### src/pkg/csdb_regs.vh
// Constants for the channel-status double buffer
`ifndef CSDB_REGS_VH
`define CSDB_REGS_VH

// ============================================================
// Staging buffer address map
`define CSDB_BUF_BASE 8'h13
`define CSDB_BUF_WORDS 8'd24
`define CSDB_WORD_IDX_W 5

// ============================================================
// Control byte field positions
`define CSDB_MONO_SEL_BIT 0
`define CSDB_MONO_EN_BIT 2
`define CSDB_ACCESS_WIDTH_BIT 5
`define CSDB_INHIBIT_BIT 6

// ============================================================
// Block timing and reset values
`define CSDB_LAST_FRAME 8'hbf
`define CSDB_BYTE_RESET 8'h00
`define CSDB_WORD_RESET 16'h0000
`define CSDB_UNMAPPED_READ 8'h00

// ============================================================
// Read-return FIFO shape
`define CSDB_FIFO_WIDTH 8
`define CSDB_FIFO_DEPTH 8
`define CSDB_FIFO_AW 3
`define CSDB_FIFO_ROOM 4'd5

`endif

### src/rtl/csdb_top.v
// Channel-status staging and transmit buffers with host byte port
`timescale 1ns/100ps
`include "csdb_regs.vh"
module csdb_top (
  input wire clk_in,
  input wire reset_in,
  input wire host_req_in,
  input wire host_write_in,
  input wire [7:0] host_addr_in,
  input wire [7:0] host_wdata_in,
  output reg host_ready_out,
  output wire [7:0] rd_data_out,
  output wire rd_valid_out,
  input wire rd_ready_in,
  input wire [7:0] tx_control1_in,
  input wire [7:0] tx_control2_in,
  input wire cs_read_channel_b_in,
  input wire power_down_bit_in,
  input wire mclk_present_in,
  input wire status_read_in,
  input wire copy_done_mask_in,
  output reg block_copy_done_flag_out,
  input wire frame_tick_in,
  input wire [23:0] sample_a_in,
  input wire [23:0] sample_b_in,
  output reg [23:0] sub_a_out,
  output reg [23:0] sub_b_out,
  output reg cs_bit_a_out,
  output reg cs_bit_b_out,
  output reg block_start_out
);
  localparam ST_IDLE = 2'b01;
  localparam ST_READ_B = 2'b10;

  reg [15:0] e_buf [0:23];
  reg [15:0] f_buf [0:23];
  reg [1:0] state;
  reg [1:0] next_state;
  reg [4:0] pending_word;
  reg write_phase;
  reg [7:0] held_a_byte;
  reg [7:0] frame_index;
  reg mclk_meta;
  reg mclk_seen;
  reg push_valid;
  reg [7:0] push_data;
  integer i;
  wire [23:0] mux_a;
  wire [23:0] mux_b;
  wire [3:0] fifo_count;
  wire fifo_in_ready;
  wire access_two_byte;
  wire copy_inhibit;
  wire host_take;
  wire buf_hit;
  wire [4:0] word_idx;
  wire [15:0] hit_word;
  wire write_allowed;
  wire block_end;
  wire do_copy;
  wire done_event;

  // ============================================================
  // Address decode helpers
  function in_buffer;
    input [7:0] addr;
    begin
      in_buffer = (addr >= `CSDB_BUF_BASE) && (addr < (`CSDB_BUF_BASE + `CSDB_BUF_WORDS));
    end
  endfunction

  function [4:0] word_of;
    input [7:0] addr;
    reg [7:0] diff;
    begin
      diff = addr - `CSDB_BUF_BASE;
      word_of = diff[4:0];
    end
  endfunction

  // Serial order: bit 0 of a block is the MSB of the byte
  function cs_pick;
    input [15:0] word;
    input [2:0] bit_pos;
    input chan_b;
    begin
      cs_pick = word[{~chan_b, ~bit_pos}];
    end
  endfunction

  // ============================================================
  // Control field extraction
  assign access_two_byte = tx_control1_in[`CSDB_ACCESS_WIDTH_BIT];
  assign copy_inhibit = tx_control1_in[`CSDB_INHIBIT_BIT];
  assign host_take = host_req_in && host_ready_out;
  assign buf_hit = in_buffer(host_addr_in);
  assign word_idx = word_of(host_addr_in);
  assign hit_word = e_buf[word_idx];
  // Clock presence crosses in from outside, so it is synchronised first
  assign write_allowed = mclk_seen && !power_down_bit_in;

  // ============================================================
  // Master clock presence synchroniser
  always @(posedge clk_in)
  begin
    if (reset_in)
    begin
      mclk_meta <= 1'b0;
      mclk_seen <= 1'b0;
    end
    else
    begin
      mclk_meta <= mclk_present_in;
      mclk_seen <= mclk_meta;
    end
  end

  // ============================================================
  // Read sequencing into the return FIFO
  always @*
  begin
    next_state = state;
    push_valid = 1'b0;
    push_data = `CSDB_UNMAPPED_READ;
    case (state)
      ST_IDLE:
      begin
        if (host_take && !host_write_in)
        begin
          push_valid = 1'b1;
          if (!buf_hit)
            push_data = `CSDB_UNMAPPED_READ;
          else if (access_two_byte)
          begin
            push_data = hit_word[15:8];
            next_state = ST_READ_B;
          end
          else if (cs_read_channel_b_in)
            push_data = hit_word[7:0];
          else
            push_data = hit_word[15:8];
        end
      end
      ST_READ_B:
      begin
        push_valid = 1'b1;
        push_data = e_buf[pending_word][7:0];
        next_state = ST_IDLE;
      end
      default:
        next_state = ST_IDLE;
    endcase
  end

  // Ready is registered with room left for a two-byte read in flight
  always @(posedge clk_in)
  begin
    if (reset_in)
    begin
      state <= ST_IDLE;
      pending_word <= 5'd0;
      host_ready_out <= 1'b0;
    end
    else
    begin
      state <= next_state;
      if (host_take)
        pending_word <= word_idx;
      host_ready_out <= (next_state == ST_IDLE) && fifo_in_ready
        && (fifo_count <= `CSDB_FIFO_ROOM);
    end
  end

  // ============================================================
  // Staging buffer writes and block copy
  assign block_end = frame_tick_in && (frame_index == `CSDB_LAST_FRAME);
  assign do_copy = block_end && !copy_inhibit;
  assign done_event = do_copy && copy_done_mask_in;

  // Host reaches only the staging words; transmit words load as a block
  always @(posedge clk_in)
  begin
    if (reset_in)
    begin
      write_phase <= 1'b0;
      held_a_byte <= `CSDB_BYTE_RESET;
      for (i = 0; i < 24; i = i + 1)
      begin
        e_buf[i] <= `CSDB_WORD_RESET;
        f_buf[i] <= `CSDB_WORD_RESET;
      end
    end
    else
    begin
      if (!access_two_byte)
        write_phase <= 1'b0;
      if (host_take && host_write_in && buf_hit && write_allowed)
      begin
        if (!access_two_byte)
          e_buf[word_idx] <= {host_wdata_in, host_wdata_in};
        else if (!write_phase)
        begin
          held_a_byte <= host_wdata_in;
          write_phase <= 1'b1;
        end
        else
        begin
          e_buf[word_idx] <= {held_a_byte, host_wdata_in};
          write_phase <= 1'b0;
        end
      end
      // Whole-block copy in one edge: never a half-old block on the wire
      if (do_copy)
      begin
        for (i = 0; i < 24; i = i + 1)
          f_buf[i] <= e_buf[i];
      end
    end
  end

  // ============================================================
  // Sticky completion flag; set wins over clear, masking forces it low
  always @(posedge clk_in)
  begin
    if (reset_in)
      block_copy_done_flag_out <= 1'b0;
    else if (done_event)
      block_copy_done_flag_out <= 1'b1;
    else if (status_read_in || !copy_done_mask_in)
      block_copy_done_flag_out <= 1'b0;
  end

  // ============================================================
  // Output time base: frame counter and channel-status bits
  always @(posedge clk_in)
  begin
    if (reset_in)
    begin
      frame_index <= 8'h00;
      block_start_out <= 1'b0;
      cs_bit_a_out <= 1'b0;
      cs_bit_b_out <= 1'b0;
    end
    else
    begin
      block_start_out <= block_end;
      if (block_end)
        frame_index <= 8'h00;
      else if (frame_tick_in)
        frame_index <= frame_index + 8'h01;
      // Transmit buffer is the only source of serial status bits
      cs_bit_a_out <= cs_pick(f_buf[frame_index[7:3]], frame_index[2:0], 1'b0);
      cs_bit_b_out <= cs_pick(f_buf[frame_index[7:3]], frame_index[2:0], 1'b1);
    end
  end

  // ============================================================
  // Mono steering, registered so outputs come from flops
  csdb_mono_mux u_mono (
    .mono_enable_in(tx_control2_in[`CSDB_MONO_EN_BIT]),
    .mono_channel_select_in(tx_control2_in[`CSDB_MONO_SEL_BIT]),
    .sample_a_in(sample_a_in),
    .sample_b_in(sample_b_in),
    .sub_a_out(mux_a),
    .sub_b_out(mux_b)
  );

  always @(posedge clk_in)
  begin
    if (reset_in)
    begin
      sub_a_out <= 24'h000000;
      sub_b_out <= 24'h000000;
    end
    else
    begin
      sub_a_out <= mux_a;
      sub_b_out <= mux_b;
    end
  end

  // ============================================================
  // Read-return FIFO; a stalled reader throttles host_ready_out
  csdb_fifo #(
    .WIDTH(`CSDB_FIFO_WIDTH),
    .DEPTH(`CSDB_FIFO_DEPTH),
    .AW(`CSDB_FIFO_AW)
  ) u_fifo (
    .clk_in(clk_in),
    .reset_in(reset_in),
    .in_valid_in(push_valid),
    .in_ready_out(fifo_in_ready),
    .in_data_in(push_data),
    .out_valid_out(rd_valid_out),
    .out_ready_in(rd_ready_in),
    .out_data_out(rd_data_out),
    .count_out(fifo_count)
  );
endmodule // csdb_top

### src/rtl/csdb_fifo.v
// Read-return FIFO with a registered head stage
`timescale 1ns/100ps
module csdb_fifo #(
  parameter WIDTH = 8,
  parameter DEPTH = 8,
  parameter AW = 3
) (
  input wire clk_in,
  input wire reset_in,
  input wire in_valid_in,
  output wire in_ready_out,
  input wire [WIDTH-1:0] in_data_in,
  output reg out_valid_out,
  input wire out_ready_in,
  output reg [WIDTH-1:0] out_data_out,
  output reg [AW:0] count_out
);
  reg [WIDTH-1:0] mem [0:DEPTH-1];
  reg [AW-1:0] wr_ptr;
  reg [AW-1:0] rd_ptr;
  wire push;
  wire pop;
  // ============================================================
  // Handshake terms
  assign in_ready_out = (count_out != DEPTH[AW:0]);
  assign push = in_valid_in && in_ready_out;
  // Head refills whenever it is empty or being taken
  assign pop = (count_out != {(AW+1){1'b0}}) && (!out_valid_out || out_ready_in);

  // ============================================================
  // Storage and pointers
  always @(posedge clk_in)
  begin
    if (reset_in)
    begin
      wr_ptr <= {AW{1'b0}};
      rd_ptr <= {AW{1'b0}};
      count_out <= {(AW+1){1'b0}};
    end
    else
    begin
      if (push)
      begin
        mem[wr_ptr] <= in_data_in;
        wr_ptr <= wr_ptr + 1'b1;
      end
      if (pop)
        rd_ptr <= rd_ptr + 1'b1;
      if (push && !pop)
        count_out <= count_out + 1'b1;
      else if (pop && !push)
        count_out <= count_out - 1'b1;
    end
  end

  // ============================================================
  // Registered head keeps the output straight from flops
  always @(posedge clk_in)
  begin
    if (reset_in)
    begin
      out_valid_out <= 1'b0;
      out_data_out <= {WIDTH{1'b0}};
    end
    else if (pop)
    begin
      out_valid_out <= 1'b1;
      out_data_out <= mem[rd_ptr];
    end
    else if (out_ready_in)
      out_valid_out <= 1'b0;
  end
endmodule // csdb_fifo

### src/rtl/csdb_mono_mux.v
// Subframe sample steering for stereo and mono operation
`timescale 1ns/100ps
module csdb_mono_mux (
  input wire mono_enable_in,
  input wire mono_channel_select_in,
  input wire [23:0] sample_a_in,
  input wire [23:0] sample_b_in,
  output wire [23:0] sub_a_out,
  output wire [23:0] sub_b_out
);
  wire [23:0] mono_sample;
  // ============================================================
  // Mono copies one input channel into both subframes
  assign mono_sample = mono_channel_select_in ? sample_b_in : sample_a_in;
  assign sub_a_out = mono_enable_in ? mono_sample : sample_a_in;
  assign sub_b_out = mono_enable_in ? mono_sample : sample_b_in;
endmodule // csdb_mono_mux

### config.mk
export PLATFORM = sky130hd
export DESIGN_NAME = csdb_top
export DESIGN_NICKNAME = d
export VERILOG_FILES = /design/src/rtl/csdb_top.v /design/src/rtl/csdb_fifo.v /design/src/rtl/csdb_mono_mux.v
export VERILOG_INCLUDE_DIRS = /design/src /design/src/pkg
export SDC_FILE = /design/constraint.sdc
export NUM_CORES = 2
export LEC_CHECK = 0
export BUFFER_PORTS_ARGS = -buffer_cell sky130_fd_sc_hd__buf_4
export CORE_ASPECT_RATIO = 1.5
export CORE_UTILIZATION = 58
export CTS_BUF_LIST = sky130_fd_sc_hd__clkbuf_8
export DETAILED_ROUTE_END_ITERATION = 10
export PLACE_DENSITY = 0.75
export SLEW_MARGIN = 20
export SYNTH_ARGS = -nofsm -noshare
export SYNTH_HDL_FRONTEND = slang
export SYNTH_SLANG_ARGS = --single-unit
### constraint.sdc
create_clock -name clk_in -period 47.8 [get_ports clk_in]
set_input_delay 4.78 -clock clk_in [delete_from_list [all_inputs] [get_ports clk_in]]
set_output_delay 4.78 -clock clk_in [all_outputs]
set_load 0.05 [all_outputs]
## Word level (Yosys, flattened, before mapping)

Memory sizes are Yosys's and may differ from the RTL's. A register that Yosys moved wholly into a read port is not among the register bits.
Index checks and enable logic that the tools add are counted.

- Bits in registers: 90
- Bits in latches: 0
- Bits in writable memories: 832
- Memory bits (read-only): 0
- Output and inout port bits: 62
- Memories kept: 3

- Add/subtract/negate cells: 6
- Multiply operators: 0
- Div/mod/pow operators: 0
- Order comparisons: 5
- Equality and inequality tests: 5
- Shifts and indexed selects: 0
- Mux-type cells: 77
- Bitwise operators: 27
- Reductions and logical operators: 32

Memory list:

| memory | depth | bits a word | read ports | clocked after Yosys merged registers in | wr ports | RTL line | RTL |
|---|---|---|---|---|---|---|---|
| e_buf | 24 | 16 | 26 | 1 | 24 | csdb_top.v:35 | `reg [15:0] e_buf [0:23];` |
| f_buf | 24 | 16 | 1 | 1 | 24 | csdb_top.v:36 | `reg [15:0] f_buf [0:23];` |
| u_fifo.mem | 8 | 8 | 1 | 1 | 1 | csdb_fifo.v:18 | `reg [WIDTH-1:0] mem [0:DEPTH-1];` |

Operators with widths:

| operator | number |
|---|---|
| two-way mux 16 bit | 26 |
| two-way mux 24 bit | 3 |
| two-way mux 8 bit | 4 |
| two-way mux 1 bit | 29 |
| two-way mux 5 bit | 5 |
| OR 1 bit | 25 |
| logical AND 1 bit | 16 |
| case mux 8 bit (2 select lines) | 1 |
| OR reduction 16 bit | 1 |
| adder 8 x 1 -> 8 bit (second input constant) | 1 |
| == test 8 bit (second input constant) | 1 |
| >= comparator 8 x 5 -> 1 bit (second input constant) | 1 |
| less-than comparator 8 x 6 -> 1 bit (second input constant) | 1 |
| two-way mux 2 bit | 4 |
| two-way mux 4 bit | 2 |
| zero test 1 bit | 7 |
| adder 3 x 1 -> 3 bit (second input constant) | 2 |
| binary-select mux 1 bit (select 3 bit) | 2 |
| nonzero test 2 bit | 3 |
| less-than comparator 3 x 5 -> 1 bit (second input constant) | 1 |
| less-than comparator 4 x 5 -> 1 bit (second input constant) | 1 |
| subtractor 5 bit (second input constant) | 1 |
| adder 4 x 1 -> 4 bit (second input constant) | 1 |
| == test 2 x 1 -> 1 bit (second input constant) | 2 |
| 11 further kinds | 12 |

## Logic depth before layout (Yosys ltp)

- Depth after elaboration: 10
- Gate-level depth with buffers: 16

## Modules after synthesis

From an unflattened synthesis, not the netlist that was laid out.

- Cell total of the unflattened synthesis: 3105
- Area total of the unflattened synthesis: 48738.0 sq um

Modules (own cells, without submodules):

| module | times used | cells each | area an instance (sq um) | sequential area each (sq um) |
|---|---|---|---|---|
| csdb_top | 1 | 2854 | 44755.4 | 28687.5 |
| csdb_fifo | 1 | 196 | 3273.1 | 2302.2 |
| csdb_mono_mux | 1 | 55 | 709.4 | 0.0 |

## Worst setup path after synthesis

OpenSTA, ideal clock, no wires.

- Kind: input port to flip-flop
- Start point: input frame_tick_in
- End point: memory f_buf[0][0] (enable)
- Data arrival time: 22910 ps
- Required time: 46586 ps
- Slack: 23676 ps
- Stages: 4
- Buffers on the path: 0
- Path through: and4_1 and3_1 nand3b_1 o21bai_1

RTL lines:

| what | RTL line | RTL |
|---|---|---|
| start, declared | csdb_top.v:23 | `input wire frame_tick_in,` |
| end, declared | csdb_top.v:36 |  |

==> impl_metrics.yaml <==
global_routing:
  grt_pass1_vias: 29950
  antenna_found_initial: 1
  grt_overflow_total: 0
  grt_use_total_pct: 32.90
  grt_max_degree: 289
  grt_pass1_wl_um: 195200
finish:
  fin_cells: 4435
  final_common_cell: "edfxtp_1"
  syn_to_final_growth_pct: 10.10
  drive_above_1_share_pct: 22.90
  fillers: 5547
  nets: 3380
  mostFrequentLayoutCells: "960 x edfxtp_1, 318 x mux4_2, 294 x and2_1"
sta:
  setup_viol: 0
  hold_viol: 0
  setup_slack_ps: 38470
  tightest_slew_ps: 1158
  fmax_mhz: 107.1
  post-route-period-util_pct: 19.53
  final.setup.tns_ps: 0
  maxSlewViolCount: 0
  fin_crit_ps: 9334
  slew_headroom_pct: 22.80
  finClkSkew_ps: 37.01
  rsz0062_at_grt: "false"
critical_path:
  critPathMaxFanout: 37
  startpoint_type: "primary input"
  timing.rr.start: "frame_index[1]$_SDFFE_PP0P_"
  crit_type: "in -> reg"
  cp.required_ps: 48340
  crit_path_end: "e_buf[4][0]$_SDFFCE_PN0P_"
  r2r-end: "f_buf[7][0]$_SDFFCE_PN0P_"
  regToRegSetupSlack_ps: 42450
  ff2ff_path_depth: 7
  end_kind: "register"
  cp-startpoint: "host_addr_in[0]"
  cp.arrival_ps: 9870
logic_synthesis:
  synth_adder_area_share_pct: 0.3809
  synth_compound_area_share_pct: 3.099
  syn-cell-area_sq_mm: 0.04796
  synth_edf_count: 960
  async_reset_ff_share_pct: 0
  ys_types: 68
  syn_nets: 3263
  synth_ff_type: "edfxtp_1"
  synth_area_per_cell_sq_um: 15.19
  synth_top_family_by_area: "multiplexers"
  ys_seq_elements: 1068
  muxShareOfSynthArea_pct: 16.15
  synthSimpleGateAreaFrac_pct: 13.03
  yosysWarnings: 0
  ys_seq_area_share_pct: 64.62
  synth_cells: 3158
  synth_xor_area_share_pct: 0.3652
clock_tree:
  path_clk_slew_ps: 70
  clk_latency_ps: 860
  hold_buffers: 0
  postCtsSetupBuffers: 0
  post_cts_resized: 0
  cts.sinks: 1068
  tritoncts: "built"
  clockRootBuffer: "clkbuf_8"
  htreeDepth: 4
  clock_path_buffers: 3
  cts_buffers: 151
place:
  place_inst: 4161
  io_buffers: 140
  dp_hpwl_um: 87420
  place_congestion: 0.9531
  place_ws_ps: 37690
drt:
  wl_per_cell_um: 30.72
  drc_errors: 0
  ant_nets: 0
  drt_iter0_markers: 3574
  drtPass1Iterations: 6
  via_per_inst: 6.684
  vias: 29640
  wl_um: 136200
min_path:
  hp-class: "reg -> reg"
  whs_path_depth: 2
power_and_ir_drop:
  ir_drop_v: 0.00002869
  power_density_mw_per_mm2: 37.61
  p_leak_nw: 19.08
outcome:
  status: "complete, no violations"
floorplan:
  initial_core_util_pct: 58.83
  fp.dieH_um: 354.2
  num_rows: 128
  die-area_sq_mm: 0.08387
  coreArea_sq_mm: 0.08152
  io_pins: 153
  die_w_um: 236.8
job:
  maxCapViolations: 0
==> report_power, final <==
group	internal (W)	switching, W	leakage, nW	total [W]
sequential	0.00105	0.0000276	10.3	0.00108
combinational	0.0000907	0.000146	7.19	0.000237
clock	0.000324	0.000345	1.56	0.000669
==> cell usage after synthesis, types with 19 or more instances <==
cell type / instances / area, sq um
nand2_1: 192 / 720.7
nand2b_1: 40 / 250.2
a21oi_1: 68 / 340.3
and2_1: 298 / 1864
mux2i_1: 48 / 480.5
mux4_2: 318 / 7162
edfxtp_1: 960 / 28830
nor2b_1: 111 / 694.4
nor2_1: 280 / 1051
dfxtp_1: 108 / 2162
a22oi_1: 21 / 157.7
and3_1: 199 / 1245
buf_2: 57 / 285.3
nand3_1: 19 / 95.09
clkbuf_1: 177 / 664.4
nor3_1: 19 / 95.09
==> worst min path at each step <==
stage	slack, ps	from	endpoint
after floorplan	410	mclk_meta$_SDFF_PP0_	mclk_seen$_SDFF_PP0_
after global placement	440	mclk_meta$_SDFF_PP0_	mclk_seen$_SDFF_PP0_
after detailed placement	440	mclk_meta$_SDFF_PP0_	mclk_seen$_SDFF_PP0_
after CTS	450	mclk_meta$_SDFF_PP0_	mclk_seen$_SDFF_PP0_
after global routing	480	pending_word[4]$_SDFFE_PP0N_	register
final	440	pending_word[4]$_SDFFE_PP0N_	register
==> layer usage <==
metal	GRT usage, %	up-vias	part of all wire (%)
li1	-	12280	-
met1	37.32	14880	31
met2	54.75	2027	50
met3	7.318	462	11
met4	24.57	0	8.3
met5	0	-	0
==> state kept, by name, summed over array words and instances, names as in the netlist, 2 cells and up, named ones only <==
register	cells
e_buf	512
sub_a_out	24
sub_b_out	24
u_fifo.count_out	4
f_buf	384
frame_index	8
u_fifo.out_data_out	8
u_fifo.wr_ptr	3
held_a_byte	8
state	2
u_fifo.rd_ptr	3
u_fifo.mem	64
pending_word	5
==> worst max-delay path, cell delays in order <==
cell and delay, ps:
buf_6 350, buf_4 590, ha_1 520, o31ai_2 220, o2bb2ai_2 290, and4_1 480, and2_4 420, buf_4 620
nand2_1 470, nand2b_1 700, buf_4 340
==> cell type report <==
class	count	area, sq um	area share [%]
repair buffers	215	1672	3.166
clock buffers	159	2188	4.144
inverters	23	86.33	0.1635
well taps	1040	1301	2.464
clock inverters	112	555.5	1.052
multi-input cells	1816	15990	30.29
flip-flops and latches	1068	31000	58.72
diodes	2	5.005	0.009478
==> metrics by stage <==
stage | cell area (sq um) | total power, W | hold WS [ps] | util, %
finish | 52800 | 0.001986 | 443.2 | 64.77
global route | 52800 | 0.002038 | 482.1 | 64.77
CTS | 52780 | 0.001987 | 451.1 | 64.74
detailed placement | 50030 | 0.001333 | 440.3 | 61.37
global placement | 50020 | 0.001324 | 435.6 | 61.36
floorplan | 47960 | 0.001251 | 413.8 | -
==> cells by family (layout without fill, tap and decap cells) <==
| logic type | after synthesis | in the layout |
|---|---|---|
| AND/OR/NAND/NOR | 1188 | 1188 |
| multiplexers | 375 | 375 |
| flip-flops | 1068 | 1068 |
| adder cells (fa/ha/maj) | 14 | 14 |
| buffers and inverters | 274 | 509 |
| other | 0 | 2 |
| XOR/XNOR | 20 | 20 |
| AO/OA/AOI/OAI | 219 | 219 |
No activity file was read; power rests on OpenSTA's default activity.
